<file path="config.mk">
export PLATFORM = sky130hd
export DESIGN_NAME = fdl_loop_ctrl
export DESIGN_NICKNAME = d
export VERILOG_FILES = /design/src/fdl_pkg.sv /design/src/fdl_trim_calc.sv /design/src/fdl_loop_ctrl.sv
export SDC_FILE = /design/constraint.sdc
export NUM_CORES = 1
export LEC_CHECK = 0
export BUFFER_PORTS_ARGS = -buffer_cell sky130_fd_sc_hd__buf_2
export CAP_MARGIN = 25
export CELL_PAD_IN_SITES_DETAIL_PLACEMENT = 0
export CELL_PAD_IN_SITES_GLOBAL_PLACEMENT = 2
export CORE_ASPECT_RATIO = 1.4
export CORE_MARGIN = 1
export CORE_UTILIZATION = 35
export DETAILED_ROUTE_END_ITERATION = 8
export GPL_TIMING_DRIVEN = 0
export HOLD_SLACK_MARGIN = 0.03
export PLACE_DENSITY_LB_ADDON = 0.25
export REMOVE_ABC_BUFFERS = 1
export SYNTH_ARGS = -nofsm -noshare
export SYNTH_HDL_FRONTEND = slang
export SYNTH_SLANG_ARGS = --single-unit
export TNS_END_PERCENT = 30
</file>
<file path="constraint.sdc">
create_clock -name core_clk_in -period 13.1 [get_ports core_clk_in]
set_input_delay 0 -clock core_clk_in [delete_from_list [all_inputs] [get_ports core_clk_in]]
set_output_delay 0 -clock core_clk_in [all_outputs]
set_load 0.02 [all_outputs]
</file>
<file path="src/fdl_pkg.sv">
package fdl_pkg;

  localparam int TRIM_W      = 9;
  localparam int FRAC_W      = 8;
  localparam int ACC_W       = TRIM_W + FRAC_W;
  localparam int GAIN_W      = 4;
  localparam int BAND_W      = 3;
  localparam int REF_DIV_W   = 13;
  localparam int SETTLE_W    = 13;
  localparam int TOL_W       = 8;
  localparam int LIMIT_W     = 8;
  localparam int ODIV_W      = 2;
  localparam int CNT_DEF_W   = 18;
  localparam int CNT_MAX_W   = 24;
  localparam int ERR_W       = CNT_MAX_W + 1;
  localparam int IRQ_W       = 3;
  localparam int ADDR_W      = 5;

  localparam logic [ACC_W-1:0]  ACC_MAX       = 17'h1ffff;
  localparam logic [GAIN_W-1:0] GAIN_CODE_MAX = 4'hb;
  localparam logic [BAND_W-1:0] BAND_MAX      = 3'h4;

  // Register byte offsets
  localparam logic [ADDR_W-1:0] OFS_CFG_MAIN   = 5'h00;
  localparam logic [ADDR_W-1:0] OFS_CFG_WINDOW = 5'h04;
  localparam logic [ADDR_W-1:0] OFS_CFG_GAIN   = 5'h08;
  localparam logic [ADDR_W-1:0] OFS_CFG_OSC    = 5'h0c;
  localparam logic [ADDR_W-1:0] OFS_STATUS     = 5'h10;
  localparam logic [ADDR_W-1:0] OFS_IRQ_STAT   = 5'h14;
  localparam logic [ADDR_W-1:0] OFS_IRQ_CLR    = 5'h18;
  localparam logic [ADDR_W-1:0] OFS_IRQ_EN     = 5'h1c;

  // Field positions
  localparam int MAIN_TGT_LSB  = 0;
  localparam int MAIN_ODIV_LSB = 24;
  localparam int MAIN_EN_BIT   = 31;
  localparam int WIN_DIV_LSB   = 0;
  localparam int WIN_TOL_LSB   = 16;
  localparam int GAIN_I_LSB    = 0;
  localparam int GAIN_P_LSB    = 8;
  localparam int GAIN_SET_LSB  = 16;
  localparam int OSC_BAND_LSB  = 0;
  localparam int OSC_LIM_LSB   = 8;
  localparam int OSC_TRIM_LSB  = 16;
  localparam int ST_LOCK_BIT   = 0;
  localparam int ST_RUN_BIT    = 1;
  localparam int ST_TRIM_LSB   = 16;
  localparam int IRQ_LOCK_GAIN = 0;
  localparam int IRQ_LOCK_LOST = 1;
  localparam int IRQ_TRIM_SAT  = 2;

  // Masks and reset values
  localparam logic [31:0] WIN_MASK  = 32'h00ff_1fff;
  localparam logic [31:0] GAIN_MASK = 32'h1fff_0f0f;
  localparam logic [31:0] OSC_MASK  = 32'h01ff_ff07;
  localparam logic [31:0] RST_MAIN  = 32'h0100_0000;
  localparam logic [31:0] RST_WIN   = 32'h0001_0001;
  localparam logic [31:0] RST_GAIN  = 32'h0008_0808;
  localparam logic [31:0] RST_OSC   = 32'h0100_0000;

  typedef struct packed {
    logic signed [ERR_W-1:0] err;
    logic [GAIN_W-1:0]       igain;
    logic [GAIN_W-1:0]       pgain;
    logic [ACC_W-1:0]        acc;
    logic [LIMIT_W-1:0]      limit;
  } fdl_calc_in_s;

  typedef struct packed {
    logic [ACC_W-1:0] acc;
    logic             sat;
  } fdl_calc_out_s;

  function automatic logic [31:0] be_merge(input logic [31:0] old_v,
                                           input logic [31:0] new_v,
                                           input logic [3:0]  be);
    logic [31:0] r;
    r = old_v;
    for (int i = 0; i < 4; i++) begin
      if (be[i]) begin
        r[i*8 +: 8] = new_v[i*8 +: 8];
      end
    end
    return r;
  endfunction

endpackage

</file>
<file path="src/fdl_trim_calc.sv">
module fdl_trim_calc
  import fdl_pkg::*;
(
  input  wire fdl_calc_in_s  calc_in,
  output fdl_calc_out_s      calc_out
);

  localparam int DW = ERR_W + 13;

  // Gain code n scales by 2^(n-8), codes above 11 as code 11; trim keeps 8 fraction bits
  function automatic logic signed [DW-1:0] gain_term(
      input logic signed [ERR_W-1:0] e,
      input logic [GAIN_W-1:0]       code);
    logic [GAIN_W-1:0] c;
    c = (code > GAIN_CODE_MAX) ? GAIN_CODE_MAX : code;
    return DW'(e) <<< c;
  endfunction

  logic signed [DW-1:0] delta_raw;
  logic signed [DW-1:0] lim_fix;
  logic signed [DW-1:0] delta;
  logic signed [DW-1:0] sum;
  logic                 lim_on;

  assign delta_raw = gain_term(calc_in.err, calc_in.igain)
                   + gain_term(calc_in.err, calc_in.pgain);
  assign lim_fix = DW'({1'b0, calc_in.limit, {FRAC_W{1'b0}}});
  assign lim_on  = calc_in.limit != '0;
  assign delta = !lim_on ? delta_raw :
                 (delta_raw > lim_fix) ? lim_fix :
                 (delta_raw < -lim_fix) ? -lim_fix : delta_raw;
  assign sum = DW'({1'b0, calc_in.acc}) + delta;

  logic [ACC_W-1:0] acc_new;
  logic             sat_new;

  assign acc_new = (sum < 0) ? '0 :
                   (sum > DW'({1'b0, ACC_MAX})) ? ACC_MAX :
                   sum[ACC_W-1:0];
  assign sat_new = (sum < 0) || (sum > DW'({1'b0, ACC_MAX}));
  assign calc_out = '{acc: acc_new, sat: sat_new};

endmodule

</file>
<file path="src/fdl_loop_ctrl.sv">
module fdl_loop_ctrl
  import fdl_pkg::*;
#(
  parameter int CNT_W = CNT_DEF_W
) (
  input  wire logic               core_clk_in,
  input  wire logic               rst_b_in,
  input  wire logic [ADDR_W-1:0]  avs_address_in,
  input  wire logic               avs_read_in,
  input  wire logic               avs_write_in,
  input  wire logic [31:0]        avs_writedata_in,
  input  wire logic [3:0]         avs_byteenable_in,
  output logic      [31:0]        avs_readdata_out,
  output logic                    avs_waitrequest_out,
  input  wire logic               ref_clk_in,
  input  wire logic               osc_clk_in,
  output logic      [TRIM_W-1:0]  osc_trim_out,
  output logic      [BAND_W-1:0]  osc_band_out,
  output logic                    loop_clk_out,
  output logic                    lock_out,
  output logic                    irq_out
);

  if (CNT_W < TOL_W || CNT_W > CNT_MAX_W) begin : g_bad_cnt
    $error("CNT_W out of supported range");
  end

  typedef enum logic [1:0] {
    ST_IDLE,
    ST_ALIGN,
    ST_COUNT,
    ST_SETTLE
  } fdl_state_e;

  localparam logic [31:0] MAIN_MASK = (32'h1 << MAIN_EN_BIT)
                                    | (32'h3 << MAIN_ODIV_LSB)
                                    | ((32'h1 << CNT_W) - 32'h1);

  localparam logic [ACC_W-1:0] ACC_RST =
    {RST_OSC[OSC_TRIM_LSB +: TRIM_W], {FRAC_W{1'b0}}};

  // Whole trim steps of the accumulator
  function automatic logic [TRIM_W-1:0] trim_of(input logic [ACC_W-1:0] a);
    return a[ACC_W-1 -: TRIM_W];
  endfunction

  // Bus and register state
  logic [31:0]        main_q;
  logic [31:0]        win_q;
  logic [31:0]        gain_q;
  logic [31:0]        osc_q;
  logic [IRQ_W-1:0]   irq_stat_q;
  logic [IRQ_W-1:0]   irq_stat_d;
  logic [IRQ_W-1:0]   irq_en_q;
  logic               wait_q;
  logic [31:0]        rdata_q;

  // Loop state
  fdl_state_e         state_q;
  fdl_state_e         state_d;
  logic               ref_prev_q;
  logic               osc_prev_q;
  logic [REF_DIV_W-1:0] ref_cnt_q;
  logic [REF_DIV_W-1:0] ref_cnt_d;
  logic [CNT_W-1:0]   osc_cnt_q;
  logic [CNT_W-1:0]   osc_cnt_d;
  logic [ACC_W-1:0]   acc_q;
  logic [ACC_W-1:0]   acc_d;
  logic               lock_q;
  logic               lock_d;
  logic               div2_q;

  // Bus decode
  wire logic          bus_req   = avs_read_in | avs_write_in;
  wire logic          bus_acc   = bus_req & ~wait_q;
  wire logic          wr_acc    = avs_write_in & bus_acc;
  wire logic          wr_main   = wr_acc & (avs_address_in == OFS_CFG_MAIN);
  wire logic          wr_win    = wr_acc & (avs_address_in == OFS_CFG_WINDOW);
  wire logic          wr_gain   = wr_acc & (avs_address_in == OFS_CFG_GAIN);
  wire logic          wr_osc    = wr_acc & (avs_address_in == OFS_CFG_OSC);
  wire logic          wr_clr    = wr_acc & (avs_address_in == OFS_IRQ_CLR);
  wire logic          wr_ien    = wr_acc & (avs_address_in == OFS_IRQ_EN);
  wire logic [31:0]   wdata     = avs_writedata_in;
  wire logic [3:0]    be        = avs_byteenable_in;
  wire logic [31:0]   osc_merge = be_merge(osc_q, wdata, be);
  wire logic [BAND_W-1:0] band_wr = osc_merge[OSC_BAND_LSB +: BAND_W];
  wire logic [BAND_W-1:0] band_ok =
    (band_wr > BAND_MAX) ? BAND_MAX : band_wr;
  wire logic [31:0]   osc_wr_val =
    {osc_merge[31:OSC_BAND_LSB+BAND_W], band_ok} & OSC_MASK;
  wire logic [31:0]   clr_word  = be_merge(32'h0, wdata, be);
  wire logic [31:0]   status_word =
    (32'(trim_of(acc_q)) << ST_TRIM_LSB)
    | (32'(state_q != ST_IDLE) << ST_RUN_BIT)
    | (32'(lock_q) << ST_LOCK_BIT);
  wire logic [31:0]   osc_rd =
    (osc_q & ~(32'h1ff << OSC_TRIM_LSB))
    | (32'(trim_of(acc_q)) << OSC_TRIM_LSB);
  wire logic [31:0]   rd_mux =
    (avs_address_in == OFS_CFG_MAIN)   ? main_q :
    (avs_address_in == OFS_CFG_WINDOW) ? win_q :
    (avs_address_in == OFS_CFG_GAIN)   ? gain_q :
    (avs_address_in == OFS_CFG_OSC)    ? osc_rd :
    (avs_address_in == OFS_STATUS)     ? status_word :
    (avs_address_in == OFS_IRQ_STAT)   ? 32'(irq_stat_q) :
    (avs_address_in == OFS_IRQ_EN)     ? 32'(irq_en_q) : 32'h0;

  // Config fields
  wire logic              enable   = main_q[MAIN_EN_BIT];
  wire logic [CNT_W-1:0]  target   = main_q[MAIN_TGT_LSB +: CNT_W];
  wire logic [REF_DIV_W-1:0] ref_div = win_q[WIN_DIV_LSB +: REF_DIV_W];
  wire logic [REF_DIV_W-1:0] div_eff =
    (ref_div == '0) ? REF_DIV_W'(1) : ref_div;
  wire logic [TOL_W-1:0]  tol      = win_q[WIN_TOL_LSB +: TOL_W];
  wire logic [SETTLE_W-1:0] settle = gain_q[GAIN_SET_LSB +: SETTLE_W];

  // Edge detection on synchronous reference and oscillator inputs
  wire logic ref_rise = ref_clk_in & ~ref_prev_q;
  wire logic osc_rise = osc_clk_in & ~osc_prev_q;
  wire logic [REF_DIV_W:0] ref_cnt_inc = {1'b0, ref_cnt_q} + 1'b1;
  wire logic win_done = (state_q == ST_COUNT) & ref_rise
                      & (ref_cnt_inc >= {1'b0, div_eff});
  wire logic settle_done = ref_rise
    & (ref_cnt_inc >= {1'b0, settle});
  wire logic osc_full = &osc_cnt_q;
  wire logic [CNT_W-1:0] osc_cnt_inc =
    (osc_rise & ~osc_full) ? osc_cnt_q + 1'b1 : osc_cnt_q;

  // Error and lock check
  logic signed [CNT_W:0] err_w;
  logic        [CNT_W:0] err_mag;
  assign err_w = $signed({1'b0, target})
               - $signed({1'b0, osc_cnt_inc});
  assign err_mag = (err_w < 0) ? CNT_W'(0) - err_w : err_w;
  wire logic meas_lock =
    err_mag < {{(CNT_W+1-TOL_W){1'b0}}, tol};

  fdl_calc_in_s  calc_in;
  fdl_calc_out_s calc_out;
  assign calc_in = '{
    err:   ERR_W'(err_w),
    igain: gain_q[GAIN_I_LSB +: GAIN_W],
    pgain: gain_q[GAIN_P_LSB +: GAIN_W],
    acc:   acc_q,
    limit: osc_q[OSC_LIM_LSB +: LIMIT_W]
  };

  fdl_trim_calc u_calc (
    .calc_in  (calc_in),
    .calc_out (calc_out)
  );

  // Loop sequencing
  always_comb begin
    state_d   = state_q;
    ref_cnt_d = ref_cnt_q;
    osc_cnt_d = osc_cnt_inc;
    unique case (state_q)
      ST_IDLE: begin
        if (enable) begin
          state_d = ST_ALIGN;
        end
      end
      ST_ALIGN: begin
        ref_cnt_d = '0;
        osc_cnt_d = '0;
        if (ref_rise) begin
          state_d = ST_COUNT;
        end
      end
      ST_COUNT: begin
        if (ref_rise) begin
          ref_cnt_d = ref_cnt_inc[REF_DIV_W-1:0];
        end
        if (win_done) begin
          ref_cnt_d = '0;
          osc_cnt_d = '0;
          state_d = (settle == '0) ? ST_COUNT : ST_SETTLE;
        end
      end
      ST_SETTLE: begin
        osc_cnt_d = '0;
        if (ref_rise) begin
          ref_cnt_d = ref_cnt_inc[REF_DIV_W-1:0];
        end
        if (settle_done) begin
          ref_cnt_d = '0;
          state_d = ST_COUNT;
        end
      end
    endcase
    if (!enable) begin
      state_d = ST_IDLE;
    end
  end

  assign acc_d = wr_osc ?
    {osc_wr_val[OSC_TRIM_LSB +: TRIM_W], {FRAC_W{1'b0}}} :
    win_done ? calc_out.acc : acc_q;
  assign lock_d = !enable ? 1'b0 : win_done ? meas_lock : lock_q;

  // Sticky events; a set in the clearing cycle survives
  wire logic [IRQ_W-1:0] irq_ev =
    {win_done & calc_out.sat,
     win_done & lock_q & ~meas_lock,
     win_done & ~lock_q & meas_lock};
  assign irq_stat_d = (irq_stat_q & ~(wr_clr ? clr_word[IRQ_W-1:0] : '0))
                    | irq_ev;

  always_ff @(posedge core_clk_in or negedge rst_b_in) begin
    if (!rst_b_in) begin
      wait_q <= 1'b1;
    end else begin
      wait_q <= ~(bus_req & wait_q);
    end
  end

  // Read data captured in the waitrequest cycle before the accepting cycle
  always_ff @(posedge core_clk_in or negedge rst_b_in) begin
    if (!rst_b_in) begin
      rdata_q <= 32'h0;
    end else if (avs_read_in & wait_q) begin
      rdata_q <= rd_mux;
    end
  end

  always_ff @(posedge core_clk_in or negedge rst_b_in) begin
    if (!rst_b_in) begin
      main_q   <= RST_MAIN;
      win_q    <= RST_WIN;
      gain_q   <= RST_GAIN;
      osc_q    <= RST_OSC;
      irq_en_q <= '0;
    end else begin
      if (wr_main) main_q <= be_merge(main_q, wdata, be) & MAIN_MASK;
      if (wr_win)  win_q  <= be_merge(win_q, wdata, be) & WIN_MASK;
      if (wr_gain) gain_q <= be_merge(gain_q, wdata, be) & GAIN_MASK;
      if (wr_osc)  osc_q  <= osc_wr_val;
      if (wr_ien)  irq_en_q <= be_merge(32'(irq_en_q), wdata, be)
                               [IRQ_W-1:0];
    end
  end

  always_ff @(posedge core_clk_in or negedge rst_b_in) begin
    if (!rst_b_in) begin
      ref_prev_q <= 1'b0;
      osc_prev_q <= 1'b0;
    end else begin
      ref_prev_q <= ref_clk_in;
      osc_prev_q <= osc_clk_in;
    end
  end

  // Window sequencing state
  always_ff @(posedge core_clk_in or negedge rst_b_in) begin
    if (!rst_b_in) begin
      state_q   <= ST_IDLE;
      ref_cnt_q <= '0;
      osc_cnt_q <= '0;
    end else begin
      state_q   <= state_d;
      ref_cnt_q <= ref_cnt_d;
      osc_cnt_q <= osc_cnt_d;
    end
  end

  // Trim accumulator and lock flag
  always_ff @(posedge core_clk_in or negedge rst_b_in) begin
    if (!rst_b_in) begin
      acc_q  <= ACC_RST;
      lock_q <= 1'b0;
    end else begin
      acc_q  <= acc_d;
      lock_q <= lock_d;
    end
  end

  // Sticky status and interrupt line
  always_ff @(posedge core_clk_in or negedge rst_b_in) begin
    if (!rst_b_in) begin
      irq_stat_q <= '0;
      irq_out    <= 1'b0;
    end else begin
      irq_stat_q <= irq_stat_d;
      irq_out    <= |(irq_stat_d & irq_en_q);
    end
  end

  // Output clock at half the oscillator rate while enabled, held when disabled
  always_ff @(posedge core_clk_in or negedge rst_b_in) begin
    if (!rst_b_in) begin
      div2_q <= 1'b0;
    end else if (enable & osc_rise) begin
      div2_q <= ~div2_q;
    end
  end

  assign avs_readdata_out    = rdata_q;
  assign avs_waitrequest_out = wait_q;
  assign osc_trim_out        = trim_of(acc_q);
  assign osc_band_out        = osc_q[OSC_BAND_LSB +: BAND_W];
  assign loop_clk_out        = div2_q;
  assign lock_out            = lock_q;

endmodule

</file>
==> results by group <==
Clocking
  • Worst-path clk slew: 0.08 ns
  • CTS Buf Count: 17
  • CTS max path bufs: 2
  • Clk_lat worst skew: 0.47 ns
  • CTS tree: done
  • CTS Sinks: 175
  • H-Tree Depth: 4
  • Root Driver: clkbuf_16

Finish
  • Fin cells: 2,887
  • Nets@finish: 2,431
  • Layout overhead on the synthesized area: 19.5%
  • Fillers: 4,922
  • Antenna diode count: 0
  • Layout cells sized above 1: 21.8%

Critical path
  • Reg2reg end: irq_out
  • Slowest CP cell: or4_4
  • Worst Path Max Fanout: 8
  • Worst R2R Path Depth: 57
  • CP Launch Type: register
  • Worst path max stage delay: 0.57 ns
  • Reg-to-reg startpoint: osc_cnt_q[1]
  • Reg2Reg Setup Slack: 0.58 ns
  • CP required: 13.42 ns
  • CP arrival: 12.83 ns
  • Cell mode on critical path: nor2_1
  • Critical path endpoint category: register
  • WS Path Type: register to register

Synth
  • Count leader, synth: nand2_1
  • Top cells by area, synth: dfrtp_1 24%, ha_1 10%, mux2_2 6.3%
  • Ys Warns: 0
  • Sequential fraction of the synthesis area: 25.5%
  • Post-Syn Area: 17,200 µm²
  • Top cells by count, synth: 243 x nand2_1, 183 x o21ai_0, 177 x nor2_1
  • Async SR Flop Fraction: 100%
  • Syn Inst Count: 2,141
  • Ys flop type: dfrtp_1
  • Register bit total from synthesis: 175
  • Largest area contributor in the netlist: dfrtp_1
  • Top-area cell type share of the netlist area: 24.1%
  • Syn Area/Cell: 8.05 µm²
  • EDFF count, synth: 0
  • Netlist cell types: 93

Job
  • Maxcap violations: 0

Place
  • Routability cong.: 0.887
  • Placed Cells incl. Taps: 2,752
  • DP HPWL: 46,100 µm
  • Port-buffer cells: 90

Floorplanning
  • Die Span X: 190 µm
  • Rows: 95
  • Die footprint: 50,200 µm²
  • Initial core utilization: 35.6%
  • CORE AREA: 48,400 µm²
  • I/O Pins: 95
  • Die height: 265 µm

Detailed routing
  • Drc violations: 0
  • Vias post-DR: 16,500
  • 1st-iter DRT viols: 812
  • Vias per cell: 5.70
  • Detail Route Antenna Nets: 0
  • Drt wl/cell: 20.4 µm
  • Pre-antenna DRT Iters: 5
  • Drt total wl: 58,900 µm

STA
  • Fin. max-slew vios: 0
  • Max Fclk: 79.9 MHz
  • Fin crit period: 12.52 ns
  • Fin. Hold Viols: 0
  • Final Setup Violations: 0
  • Clock Skew: 0.0220 ns
  • Max-Slew Margin vs Limit: 33.7%
  • Worst-Margin Slew: 0.995 ns
  • Hold_ws: 0.0392 ns
  • Final period util: 95.5%

GRT
  • Overflow after GRT: 0
  • First-pass GRT wire length: 93,200 µm
  • Pin count of the biggest net entering global routing: 118
  • Antenna violations before repair: 0
  • Vias in the first global route: 16,400
  • Overall Global Routing Usage: 23.6%

Outcome
  • Outcome: completed

Worst hold path
  • Hold Path Class: input pin to async pin
[routing by layer]
metal / vias to the layer above / GRT usage, % / part of all wire (%)
li1: 8062 / - / -
met1: 7958 / 28.0 / 42
met2: 331 / 42.9 / 51
met3: 104 / 2.18 / 2.4
met4: 0 / 9.96 / 4.4
met5: - / 0 / 0
[logic make-up after synthesis]
logic type / Yosys count / share of synthesized area, %
AOI/OAI and AO/OA: 644 / 24.6
and+or+nand+nor: 727 / 20.4
other: 1 / 0.0217
adders and majority gates: 144 / 10.5
muxes: 134 / 8.55
xor gates and xnor gates: 102 / 5.43
buffers and inverters: 214 / 5.09
DFF: 175 / 25.5
[stage by stage]
stage	worst slack (ns)	util [%]	setup TNS, ns	cell area, µm²
floorplan	0.283	-	0	16700
CTS	0.00347	40.9	0	19800
detailed placement	-3.15	37.7	-53.40	18200
finish	0.583	42.6	0	20600
global route	-0.0499	42.6	-0.252	20600
global placement	-4.23	37.1	-75.24	17900
[layout by cell type, fill, tap and decap left out, drive strengths merged, types with 13 or more instances in the layout]
master | Yosys | routed
a211oi | 35 | 35
a21o | 58 | 58
a21oi | 141 | 141
a22o | 17 | 17
a22oi | 17 | 17
a31oi | 17 | 17
and2 | 26 | 27
and3 | 29 | 29
buf | 32 | 168
clkbuf | 93 | 19
dfrtp | 166 | 166
dlygate4sd3 | 0 | 39
ha | 138 | 138
inv | 89 | 97
mux2 | 97 | 97
mux2i | 36 | 36
nand2 | 243 | 243
nand2b | 24 | 24
nand3 | 58 | 58
nand4 | 29 | 29
nor2 | 178 | 178
nor2b | 27 | 27
nor3 | 30 | 30
nor4 | 19 | 19
o211ai | 24 | 24
o21a | 15 | 15
o21ai | 186 | 186
o31ai | 13 | 13
or3 | 14 | 14
xnor2 | 64 | 64
xor2 | 35 | 35
[area by class of cell]
type	instances	area (µm²)	share of cell area (%)
clock buffer	19	443	2.15
sequential	175	4390	21.3
clock inverter	13	120	0.583
inverter	89	338	1.64
multi-input combinational	1754	12900	62.6
timing repair buffer	207	1610	7.83
tap	630	788	3.83
[worst max-delay path by stage]
stage,cells past startpoint,start,end
final,57,osc_cnt_q[1],irq_out
after global routing,54,osc_cnt_q[1],irq_out
after CTS,55,osc_cnt_q[1],irq_out
after detailed placement,56,osc_cnt_q[0],irq_out
after global placement,55,osc_cnt_q[0],irq_out
after floorplan,55,osc_cnt_q[0],irq_out
[registers in the layout, indices dropped and copies added (netlist names)]
signal and count:
acc_q 17, avs_readdata_out 30, avs_waitrequest_out 1, gain_q 21, irq_en_q 3, irq_out 1, irq_stat_q 3, lock_out 1
loop_clk_out 1, main_q 21, osc_cnt_q 18, osc_prev_q 1, osc_q 20, ref_cnt_q 13, ref_prev_q 1, state_q 2
win_q 21
[repair_timing]
item / in CTS / in global routing
setup endpoints to repair: 19 / 19
setup buffers: 26 / 35
pin swaps: 16 / 66
hold endpoints to repair: 182 / 0
hold buffers: 39 / 0
gates resized for setup: 89 / 117
gates cloned: 1 / 1
[worst max-delay path: cells and delay by family, from the launching register on]
family	cells	cell delay [ns]
and+or+nand+nor	24	4.81
DFF	1	0.40
adders and majority gates	5	1.39
muxes	2	0.41
xor gates and xnor gates	2	0.43
buffers and inverters	2	0.23
AOI/OAI and AO/OA	22	4.66
Power is not shown: default switching activity piles up to over one toggle a cycle in this logic, so the estimate is an artifact.
